===== config.mk =====
export PLATFORM = sky130hd
export DESIGN_NAME = timer2_control_flags
export DESIGN_NICKNAME = d
export VERILOG_FILES = /design/src/timer2_control_flags.sv /design/src/falling_edge_detect.sv
export SDC_FILE = /design/constraint.sdc
export NUM_CORES = 1
export LEC_CHECK = 0
export ABC_AREA = 1
export BUFFER_PORTS_ARGS = -buffer_cell sky130_fd_sc_hd__buf_2
export CELL_PAD_IN_SITES_DETAIL_PLACEMENT = 0
export CELL_PAD_IN_SITES_GLOBAL_PLACEMENT = 1
export CORE_MARGIN = 4
export CORE_UTILIZATION = 35
export DETAILED_ROUTE_END_ITERATION = 10
export PLACE_DENSITY = 0.85
export SLEW_MARGIN = 10
export SYNTH_ARGS = -nofsm -noshare
export SYNTH_HDL_FRONTEND = slang
export SYNTH_SLANG_ARGS = --single-unit

===== constraint.sdc =====
create_clock -name clock -period 1.1 [get_ports clock]
set_input_delay 0.11 -clock clock [delete_from_list [all_inputs] [get_ports clock]]
set_output_delay 0.11 -clock clock [all_outputs]
set_load 0.01 [all_outputs]

===== src/timer2_control_flags.sv =====
// Timer 2 control flags: package of constants and the control flag block
// Behaviour
// - Counter overflow sets overflow flag, bit 7
// - Down-count capture match also sets overflow flag
// - Hardware sets overflow flag only outside baud use
// - Only software clears overflow flag; writes set/clear
// - Enabled trigger fall without down count, or down-count reload overflow outside baud use, sets external flag
// - Edge-set external flag held until software clears
// - External flag set requests timer two interrupt
// - Receive select bit 5 affects serial modes 1,3
// - Receive select picks timer1 or timer2 overflow
// - Receive select forces baud generator mode
package timer2_ctrl_pkg;

    // Register offsets on the plain register port
    localparam logic [7:0] CTRL_OFFSET = 8'h00;
    localparam logic [7:0] MODE_OFFSET = 8'h01;
    localparam logic [7:0] STATUS_OFFSET = 8'h02;
    localparam logic [7:0] MASK_OFFSET = 8'h03;

    // Field positions of the timer_two_control register
    localparam int OVF_BIT = 7;
    localparam int EXT_BIT = 6;
    localparam int RCLK_BIT = 5;
    localparam int TRANSMIT_CLOCK_SELECT_BIT = 4;
    localparam int EXEN_BIT = 3;
    localparam int RUN_BIT = 2;
    localparam int CNT_SEL_BIT = 1;
    localparam int CAP_SEL_BIT = 0;
    // Count of plain storage bits below the two flags
    localparam int CTRL_LOW_W = 6;

    // Field position of the mode register
    localparam int DOWN_COUNT_ENABLE_BIT = 0;

    // Event status bit positions
    localparam int EV_OVF_SET = 0;
    localparam int EV_EDGE = 1;
    localparam int EV_EXT_OVF = 2;
    localparam int EVENT_COUNT = 3;

    // Reset values
    localparam logic [7:0] CTRL_RESET = 8'h00;
    localparam logic MODE_RESET = 1'b0;
    localparam logic [EVENT_COUNT-1:0] STATUS_RESET = 3'h0;
    localparam logic [EVENT_COUNT-1:0] MASK_RESET = 3'h0;

    // Serial port modes that take a variable baud rate
    localparam logic [1:0] SERIAL_MODE1 = 2'h1;
    localparam logic [1:0] SERIAL_MODE3 = 2'h3;

endpackage

`timescale 1ns/10ps

module timer2_control_flags import timer2_ctrl_pkg::*; #(
    parameter int DATA_W = 8 // Register port data width
) (
    input wire logic clock,
    input wire logic rstn,
    // Register port
    input wire logic [7:0] reg_addr,
    input wire logic [DATA_W-1:0] reg_wdata,
    input wire logic reg_write,
    input wire logic reg_read,
    output logic [DATA_W-1:0] reg_rdata,
    // Counter core
    input wire logic counter_overflow,
    input wire logic counter_equals_capture,
    output logic capture_strobe,
    output logic reload_strobe,
    output logic baud_generator_mode,
    output logic counter_run,
    output logic counter_select,
    output logic capture_reload_select,
    output logic down_count_enable,
    // External trigger pin
    input wire logic timer_two_trigger_pin,
    // Serial port
    input wire logic [1:0] serial_mode,
    input wire logic timer_one_overflow,
    output logic receive_baud_tick,
    output logic transmit_baud_tick,
    // Interrupt logic
    input wire logic timer_two_int_enable,
    output logic timer_two_request,
    output logic irq
);

    // Overview: the two flags of the control register are the only bits
    // that hardware writes; the six select bits below them are plain
    // storage that software owns. A small event register beside them
    // gives software a sticky record of every hardware set, so a polling
    // routine can tell an overflow from a trigger edge after the fact.
    // Everything runs on the one system clock; the trigger pin and the
    // counter pulses are taken as already synchronous to it.

    // Refuse widths the control register cannot fit in
    if (DATA_W < 8) begin : g_width_check
        $error("DATA_W must be at least 8");
    end

    // The read concatenation assumes the flags sit just above the select bits
    if (CTRL_LOW_W != EXT_BIT || OVF_BIT != EXT_BIT + 1) begin : g_layout_check
        $error("control field layout does not match the read path");
    end

    // True for serial modes whose baud comes from a timer overflow
    function automatic logic variable_baud_mode(input logic [1:0] mode);
        variable_baud_mode = (mode == SERIAL_MODE1) || (mode == SERIAL_MODE3);
    endfunction

    // Reset synchroniser stages
    logic rst_meta_q;
    logic rstn_sync;

    // Release reset through two flip-flops; assertion stays asynchronous.
    // A release straight from the pin could land close to a clock edge
    // and leave half the flags out of reset for one cycle.
    always_ff @(posedge clock or negedge rstn) begin
        if (!rstn) begin
            rst_meta_q <= 1'b0;
            rstn_sync <= 1'b0;
        end else begin
            rst_meta_q <= 1'b1;
            rstn_sync <= rst_meta_q;
        end
    end

    // Control register fields
    logic ovf_flag_q;
    logic ovf_flag_d;
    logic ext_flag_q;
    logic ext_flag_d;
    logic [CTRL_LOW_W-1:0] ctrl_low_q; // Select bits below the two flags
    logic [CTRL_LOW_W-1:0] ctrl_low_d; // Next value of the select bits
    logic down_count_enable_q; // Down-count enable in the mode register
    logic down_count_enable_d;

    // Interrupt status and mask
    logic [EVENT_COUNT-1:0] status_q;
    logic [EVENT_COUNT-1:0] mask_q;
    logic [EVENT_COUNT-1:0] mask_d;
    logic [EVENT_COUNT-1:0] event_vec;

    // Read data register
    logic [DATA_W-1:0] rdata_q;
    logic [DATA_W-1:0] rdata_d;

    // Address decode
    // Full eight-bit compare, so aliases of the four registers read zero
    wire sel_ctrl = (reg_addr == CTRL_OFFSET);
    wire sel_mode = (reg_addr == MODE_OFFSET);
    wire sel_status = (reg_addr == STATUS_OFFSET);
    wire sel_mask = (reg_addr == MASK_OFFSET);
    wire wr_ctrl = reg_write & sel_ctrl;
    wire wr_mode = reg_write & sel_mode;
    wire wr_mask = reg_write & sel_mask;
    wire rd_status = reg_read & sel_status;

    // Named control fields
    wire rclk = ctrl_low_q[RCLK_BIT];
    wire transmit_clock_select = ctrl_low_q[TRANSMIT_CLOCK_SELECT_BIT];
    wire exen = ctrl_low_q[EXEN_BIT];
    wire cap_sel = ctrl_low_q[CAP_SEL_BIT];

    // Falling edge on the external trigger pin
    // The detector resets to the idle level of the pulled-up pin, so
    // leaving reset never looks like an edge
    logic trigger_fall;

    falling_edge_detect #(
        .IDLE_LEVEL(1'b1)
    ) u_trigger_edge (
        .clock(clock),
        .rstn_sync(rstn_sync),
        .level_in(timer_two_trigger_pin),
        .fall_pulse(trigger_fall)
    );

    // Baud generator use whenever either clock select is set
    wire baud_use = rclk | transmit_clock_select;

    // Overflow and down-count capture match both count as overflow events
    // A match is ignored while counting up, where equality with the
    // capture value carries no meaning
    wire match_event = down_count_enable_q & counter_equals_capture;
    wire overflow_event = counter_overflow | match_event;

    // Overflow flag set only outside baud generator use
    wire ovf_hw_set = overflow_event & ~baud_use;

    // Edge acts only with the external enable and without down counting;
    // with down counting the pin steers direction in the counter core
    wire edge_event = trigger_fall & exen & ~down_count_enable_q;

    // Overflow sets the external flag in down-count reload use, outside baud use
    wire ext_ovf_event = counter_overflow & down_count_enable_q & ~cap_sel & ~baud_use;

    // Any hardware set of the external flag
    wire ext_hw_set = edge_event | ext_ovf_event;

    // Overflow flag next value: hardware set wins over a software clear.
    // Letting the write win would silently lose an overflow that lands
    // in the same cycle as the handler's clear.
    always_comb begin
        if (ovf_hw_set) begin
            ovf_flag_d = 1'b1;
        end else if (wr_ctrl) begin
            ovf_flag_d = reg_wdata[OVF_BIT];
        end else begin
            ovf_flag_d = ovf_flag_q; // Never cleared by hardware
        end
    end

    // External flag next value: held until software clears it
    always_comb begin
        if (ext_hw_set) begin
            ext_flag_d = 1'b1;
        end else if (wr_ctrl) begin
            ext_flag_d = reg_wdata[EXT_BIT];
        end else begin
            ext_flag_d = ext_flag_q; // Held set
        end
    end

    // Remaining control bits and mode register are plain storage
    assign ctrl_low_d = wr_ctrl ? reg_wdata[CTRL_LOW_W-1:0] : ctrl_low_q;
    assign down_count_enable_d = wr_mode ? reg_wdata[DOWN_COUNT_ENABLE_BIT] : down_count_enable_q;
    assign mask_d = wr_mask ? reg_wdata[EVENT_COUNT-1:0] : mask_q;

    // Control and mode registers
    always_ff @(posedge clock or negedge rstn_sync) begin
        if (!rstn_sync) begin
            ovf_flag_q <= CTRL_RESET[OVF_BIT];
            ext_flag_q <= CTRL_RESET[EXT_BIT];
            ctrl_low_q <= CTRL_RESET[CTRL_LOW_W-1:0];
            down_count_enable_q <= MODE_RESET;
        end else begin
            ovf_flag_q <= ovf_flag_d;
            ext_flag_q <= ext_flag_d;
            ctrl_low_q <= ctrl_low_d;
            down_count_enable_q <= down_count_enable_d;
        end
    end

    // Mask register
    // Mask bits gate only the block interrupt, never the sticky status
    always_ff @(posedge clock or negedge rstn_sync) begin
        if (!rstn_sync) begin
            mask_q <= MASK_RESET;
        end else begin
            mask_q <= mask_d;
        end
    end

    // Event vector feeding the sticky status bits
    assign event_vec[EV_OVF_SET] = ovf_hw_set;
    assign event_vec[EV_EDGE] = edge_event;
    assign event_vec[EV_EXT_OVF] = ext_ovf_event;

    // Sticky status bits; a read clears, but an event in the same cycle wins
    // A read that meets a new event leaves that bit set, so the event is
    // seen on the next read instead of being lost
    for (genvar i = 0; i < EVENT_COUNT; i++) begin : g_status
        logic bit_d;

        // Set wins over the read clear
        assign bit_d = event_vec[i] ? 1'b1 : (rd_status ? 1'b0 : status_q[i]);

        // One sticky bit
        always_ff @(posedge clock or negedge rstn_sync) begin
            if (!rstn_sync) begin
                status_q[i] <= STATUS_RESET[i];
            end else begin
                status_q[i] <= bit_d;
            end
        end
    end

    // Read data selection; unmapped addresses read as zero
    // Only a read strobe loads data; without one the port reads zero, so
    // a stale value never looks like a fresh answer
    always_comb begin
        rdata_d = '0;
        if (reg_read) begin
            if (sel_ctrl) begin
                rdata_d[OVF_BIT:0] = {ovf_flag_q, ext_flag_q, ctrl_low_q};
            end else if (sel_mode) begin
                rdata_d[DOWN_COUNT_ENABLE_BIT] = down_count_enable_q;
            end else if (sel_status) begin
                rdata_d[EVENT_COUNT-1:0] = status_q;
            end else if (sel_mask) begin
                rdata_d[EVENT_COUNT-1:0] = mask_q;
            end else begin
                rdata_d = '0;
            end
        end
    end

    // Read data register; holds only in the cycle after the strobe
    always_ff @(posedge clock or negedge rstn_sync) begin
        if (!rstn_sync) begin
            rdata_q <= '0;
        end else begin
            rdata_q <= rdata_d;
        end
    end

    assign reg_rdata = rdata_q;

    // Capture or reload strobe on an accepted edge; none in baud use,
    // where the edge only sets the external flag
    assign capture_strobe = edge_event & cap_sel & ~baud_use;
    assign reload_strobe = edge_event & ~cap_sel & ~baud_use;

    // Mode outputs to the counter core
    // Baud use takes the counter away from capture and reload, so the
    // select seen by the core is forced low there
    assign baud_generator_mode = baud_use;
    assign counter_run = ctrl_low_q[RUN_BIT];
    assign counter_select = ctrl_low_q[CNT_SEL_BIT];
    assign capture_reload_select = cap_sel & ~baud_use; // Baud use overrides
    assign down_count_enable = down_count_enable_q;

    // Receive time base: select matters only for timer-based serial modes
    // The ticks are combinational so the serial port sees the overflow in
    // its own cycle; a registered copy would add a cycle of skew
    wire rx_from_t2 = rclk & variable_baud_mode(serial_mode);
    assign receive_baud_tick = rx_from_t2 ? counter_overflow : timer_one_overflow;

    // Transmit time base by the same choice
    wire tx_from_t2 = transmit_clock_select & variable_baud_mode(serial_mode);
    assign transmit_baud_tick = tx_from_t2 ? counter_overflow : timer_one_overflow;

    // Timer two interrupt request: level while either flag is set.
    // A software write of the external flag raises it just like an edge.
    // The enable gates only the request, never the flags themselves.
    assign timer_two_request = timer_two_int_enable & (ovf_flag_q | ext_flag_q);

    // Block interrupt: any unmasked sticky event
    // Level output; it drops when software reads the status register or clears the matching mask bit
    assign irq = |(status_q & mask_q);

endmodule


===== src/falling_edge_detect.sv =====
// Falling-edge detector for a pin sampled on the system clock
`timescale 1ns/10ps

module falling_edge_detect #(
    parameter bit IDLE_LEVEL = 1'b1 // Level assumed before the first sample
) (
    input wire logic clock,
    input wire logic rstn_sync,
    input wire logic level_in,
    output logic fall_pulse
);

    // Previous sample of the pin
    logic prev_q;
    // Next value of the previous sample
    logic prev_d;

    // Next sample is simply the current pin level
    assign prev_d = level_in;

    // High for one cycle when the pin went from high to low
    assign fall_pulse = prev_q & ~level_in;

    // Sample register; resets to the idle level so reset causes no false edge
    always_ff @(posedge clock or negedge rstn_sync) begin
        if (!rstn_sync) begin
            prev_q <= IDLE_LEVEL;
        end else begin
            prev_q <= prev_d;
        end
    end

endmodule


==> run summary <==
The flow ran to the end, but the final reports show violations. The final reports fail on setup timing. The floorplan has 21 rows.

The critical path is of the flip-flop to output pin type. Setup repair after global routing could not meet its margin everywhere. Clock-pin slew was measured on the worst setup and hold paths at 0.08 ns. The global routing usage summed across all routing layers is 0.136. In this run, synthesis produced a sequential element count of 26. Setup violations remaining at the end of the flow were counted as 7. The run gives 1137 as the via count of the first global-routing pass. Data arrival at the endpoint of the critical path: 1.29 ns. The final cell utilization of the core is 0.530, and the post-route clock period utilization is 1.27.

For the met3 layer wire length in the routed design, the log shows 191 um. Top achievable clock speed: 714 MHz. In this run the top signal layer used is met4. Xor and xnor fraction of the mapped netlist area: 0. The final number of max-transition violations came out at 0. The routability congestion estimate was 0.794; the post-route clock skew was 0.00247 ns. For this block, wires on met1 add up to 1280 um.

Path type of the worst min-delay path: input pin to flip-flop. Share of synthesized cell area in and, or, nand and nor gates: 0.332. The library cell used most frequently in the layout, excluding fill and tap cells, is sky130_fd_sc_hd__buf_2. 0 antenna diodes ended up in the layout.

For this design the ratio of total power to cell area is 1010 nW/um^2. Summed over all cells, the static leakage comes to 0.00101 uW. The maximum fanout count along the critical path is 3, and the wire length of the first global-routing pass is 4800 um.

The number of buffer and inverter instances along the worst setup path works out to 2. The first routing iteration left 49 violations. The run gives 1490 um as the detailed route wirelength on metal2. Counting tap cells, the placed design contains a total of 252 instances.

TritonCTS created 3 clock buffers. Dividing the detail-routed wire length by the instance count gives 11.3 um. The floorplan die width was 68.8 um; the largest stage delay on the critical path was 0.53 ns. The slowest stage of the critical path is the sky130_fd_sc_hd__dfstp_2 cell. For the finished layout, the period the worst path requires is 1.40 ns.

For the placeable core region, the log shows 3440 um^2. For this run, the leading register cell type out of synthesis is sky130_fd_sc_hd__dfrtp_1. The die extent in y was 68.8 um; the post-synthesis mux area share was 0. The detailed-routing iteration count for the pre-antenna-repair pass was 4. The die covers 4740 um^2. The worst register-to-register path ends at status_q[2].

The later pin in the worst-skew pair is clocked with a latency of 0.26 ns. The tools report the starting density of the core as 0.376. Relative to the synthesized area, the layout overhead comes to 40.8%. Startpoint of the worst-slack reg-to-reg timing path: ctrl_low_q[4]. The number of nets in the final layout was 249; the final hold slack was 0.0591 ns. In the post-synthesis netlist, the biggest area contributors are sky130_fd_sc_hd__dfrtp_1, sky130_fd_sc_hd__nand2_1, sky130_fd_sc_hd__inv_1. By area, the combinational part of the netlist is dominated by simple AND/OR/NAND/NOR gates. The share of Yosys cell area claimed by the top area cell type came out at 0.483. Data on the critical path is required at its endpoint by 0.99 ns. For this run the aggregate overflow at the end of global routing stands at 0. Number of unique standard cell types used by synthesis: 22. The tools report the sort of element at the end of the critical path as an output pin. The cell chosen for the clock root is sky130_fd_sc_hd__clkbuf_8. The synthesized area divided by synthesized cell count works out to 8.30 um^2.

In this run, synthesis inferred 0 flip-flops with an integrated enable. The critical path crosses 5 cells after its start point. The run gives 3010 um as the total wire length after detailed routing. The antenna violation net count after detailed routing is 0, and the maximum level of the CTS H-tree is 1. The HPWL after detailed placement is 2350 um, and the post-synthesis compound-gate area fraction is 0.0812.

The number of antenna violations at the first check in global routing was 0. Largest area contributor in the synthesized netlist: sky130_fd_sc_hd__dfrtp_1. The critical path goes through nand2_2 > nor3_4 > inv_2 > nor3_2 > buf_2. The worst hold path passes through 3 cells.

No sink is reached through more buffers than the 2 on the longest clock path. The worst hold path begins at reg_wdata[4]. IR analysis of the VDD net gives a maximum drop of 0.000747 V.

Pin count of the biggest net entering global routing: 25. For hold timing, the worst endpoint is ctrl_low_q[4]. The sequential area share after synthesis came out at 0.503. The number of nets handed over by synthesis was 183.

The design draws 1850 uW. For this run, design rule violations remaining after detail routing come to 0. The run gives 0 as the count of yosys warnings during synthesis. Number of top-level pins: 46.

For this run, the number of standard cells in the final layout without fillers is 267. The total via count in the routed design is 1177. Max-cap violations in this run came to 0. TritonCTS built the clock tree.

The async set-or-reset flop fraction in the synthesized netlist works out to 1.00. The worst setup path is launched from a flip-flop. In the routed layout, each cell is associated on average with a via count of 4.41.

The setup slack after layout is -0.300 ns, and the share of layout cells above drive strength 1 is 0.439. The worst-case register-to-register setup slack was 0.02 ns; the area share of fa/ha/maj cells after synthesis was 0. The worst reg-to-reg path cell count was 4. The logs give 0 for the final hold violation count and 156 for the cell count after synthesis.

Before CTS, the worst setup slack after placement is -0.117 ns. The count of input and output buffers came out at 44. Leaving out fill and tap cells, the most frequent cells in the layout are sky130_fd_sc_hd__buf_2, sky130_fd_sc_hd__nand2_1, sky130_fd_sc_hd__dfrtp_1. Summing every instance area after synthesis gives 1290 um^2. After filler insertion, the fill cell instance count of the layout stands at 325. The run gives 26 as the total number of clock tree sinks. The critical path's top delay family is flip-flops.
[how the worst max path moves through the flow]
stage                                from  slack, ns             end
global placement    u_trigger_edge.prev_q      -0.08  capture_strobe
finish              u_trigger_edge.prev_q      -0.30  capture_strobe
global route        u_trigger_edge.prev_q      -0.40  capture_strobe
CTS                 u_trigger_edge.prev_q      -0.33  capture_strobe
floorplan           u_trigger_edge.prev_q       0.02  capture_strobe
detailed placement  u_trigger_edge.prev_q      -0.12  capture_strobe
[flip-flops by register name, summed over array words and instances (netlist names)]
| name | cells |
|---|---|
| status_q | 3 |
| down_count_enable | 1 |
| rstn_sync | 1 |
| mask_q | 3 |
| ext_flag_q | 1 |
| ovf_flag_q | 1 |
| reg_rdata | 8 |
| u_trigger_edge.prev_q | 1 |
| ctrl_low_q | 6 |
| rst_meta_q | 1 |
[where the power goes]
part           switching (uW)  leakage, uW  internal, uW  total [uW]
clock network             271    0.0000228           259         529
registers                31.8     0.000324           998        1030
logic                     154     0.000660           133         287
[per-stage QoR]
stage	setup TNS, ns	area [um^2]
2_1_floorplan	0	1300
3_3_place_gp	-0.138	1620
3_5_place_dp	-0.209	1620
4_1_cts	-1.14	1780
5_1_grt	-1.65	1820
6_report	-1.09	1820
[layout make-up]
cell class / instances / area, um^2 / share of cell area
inverter: 25 / 104 / 0.0570
multi-input combinational: 105 / 584 / 0.321
clock buffer: 4 / 45.0 / 0.0247
timing repair buffer: 61 / 380 / 0.209
tap: 46 / 57.6 / 0.0316
sequential: 26 / 652 / 0.358
[synthesized netlist by cell type, types with 2 or more instances]
master                    instances
sky130_fd_sc_hd__inv_1           23
sky130_fd_sc_hd__nor2_1          12
sky130_fd_sc_hd__nor2_2           9
sky130_fd_sc_hd__dfrtp_1         25
sky130_fd_sc_hd__nand2_1         41
sky130_fd_sc_hd__nor2_4           2
sky130_fd_sc_hd__a31oi_1          2
sky130_fd_sc_hd__o21ai_0         10
sky130_fd_sc_hd__nor2_8           2
sky130_fd_sc_hd__o21ai_1          2
sky130_fd_sc_hd__nand3_1         10
sky130_fd_sc_hd__nand2_2          4
sky130_fd_sc_hd__nor3_1           3
sky130_fd_sc_hd__nand2_4          2
sky130_fd_sc_hd__a21oi_1          2
[repair_timing]
action / 4_1_cts / 5_1_grt
gates resized for setup: 11 / 10
setup endpoints to repair: 10 / 12
hold endpoints to repair: 3 / 0
buffers inserted: 7 / 3
pin swaps: 2 / 4
hold buffers: 2 / 0
[routing by layer]
metal / GRT usage / up-vias
li1: - / 611
met1: 0.171 / 536
met2: 0.237 / 26
met3: 0.0340 / 4
met4: 0.0219 / 0
met5: 0 / -
[worst min-delay path, stage by stage]
cell and delay [ns]:
sky130_fd_sc_hd__buf_2 0.07, sky130_fd_sc_hd__nand2_1 0.04, sky130_fd_sc_hd__o21ai_0 0.06
[kinds of logic (layout without fill, tap and decap cells)]
group	count (synthesis)	count (layout)
buffers and inverters	25	90
AO/OA/AOI/OAI	19	19
AND/OR/NAND/NOR	85	85
other	1	1
flip-flops	26	26
(Power assumes the default switching activity.)
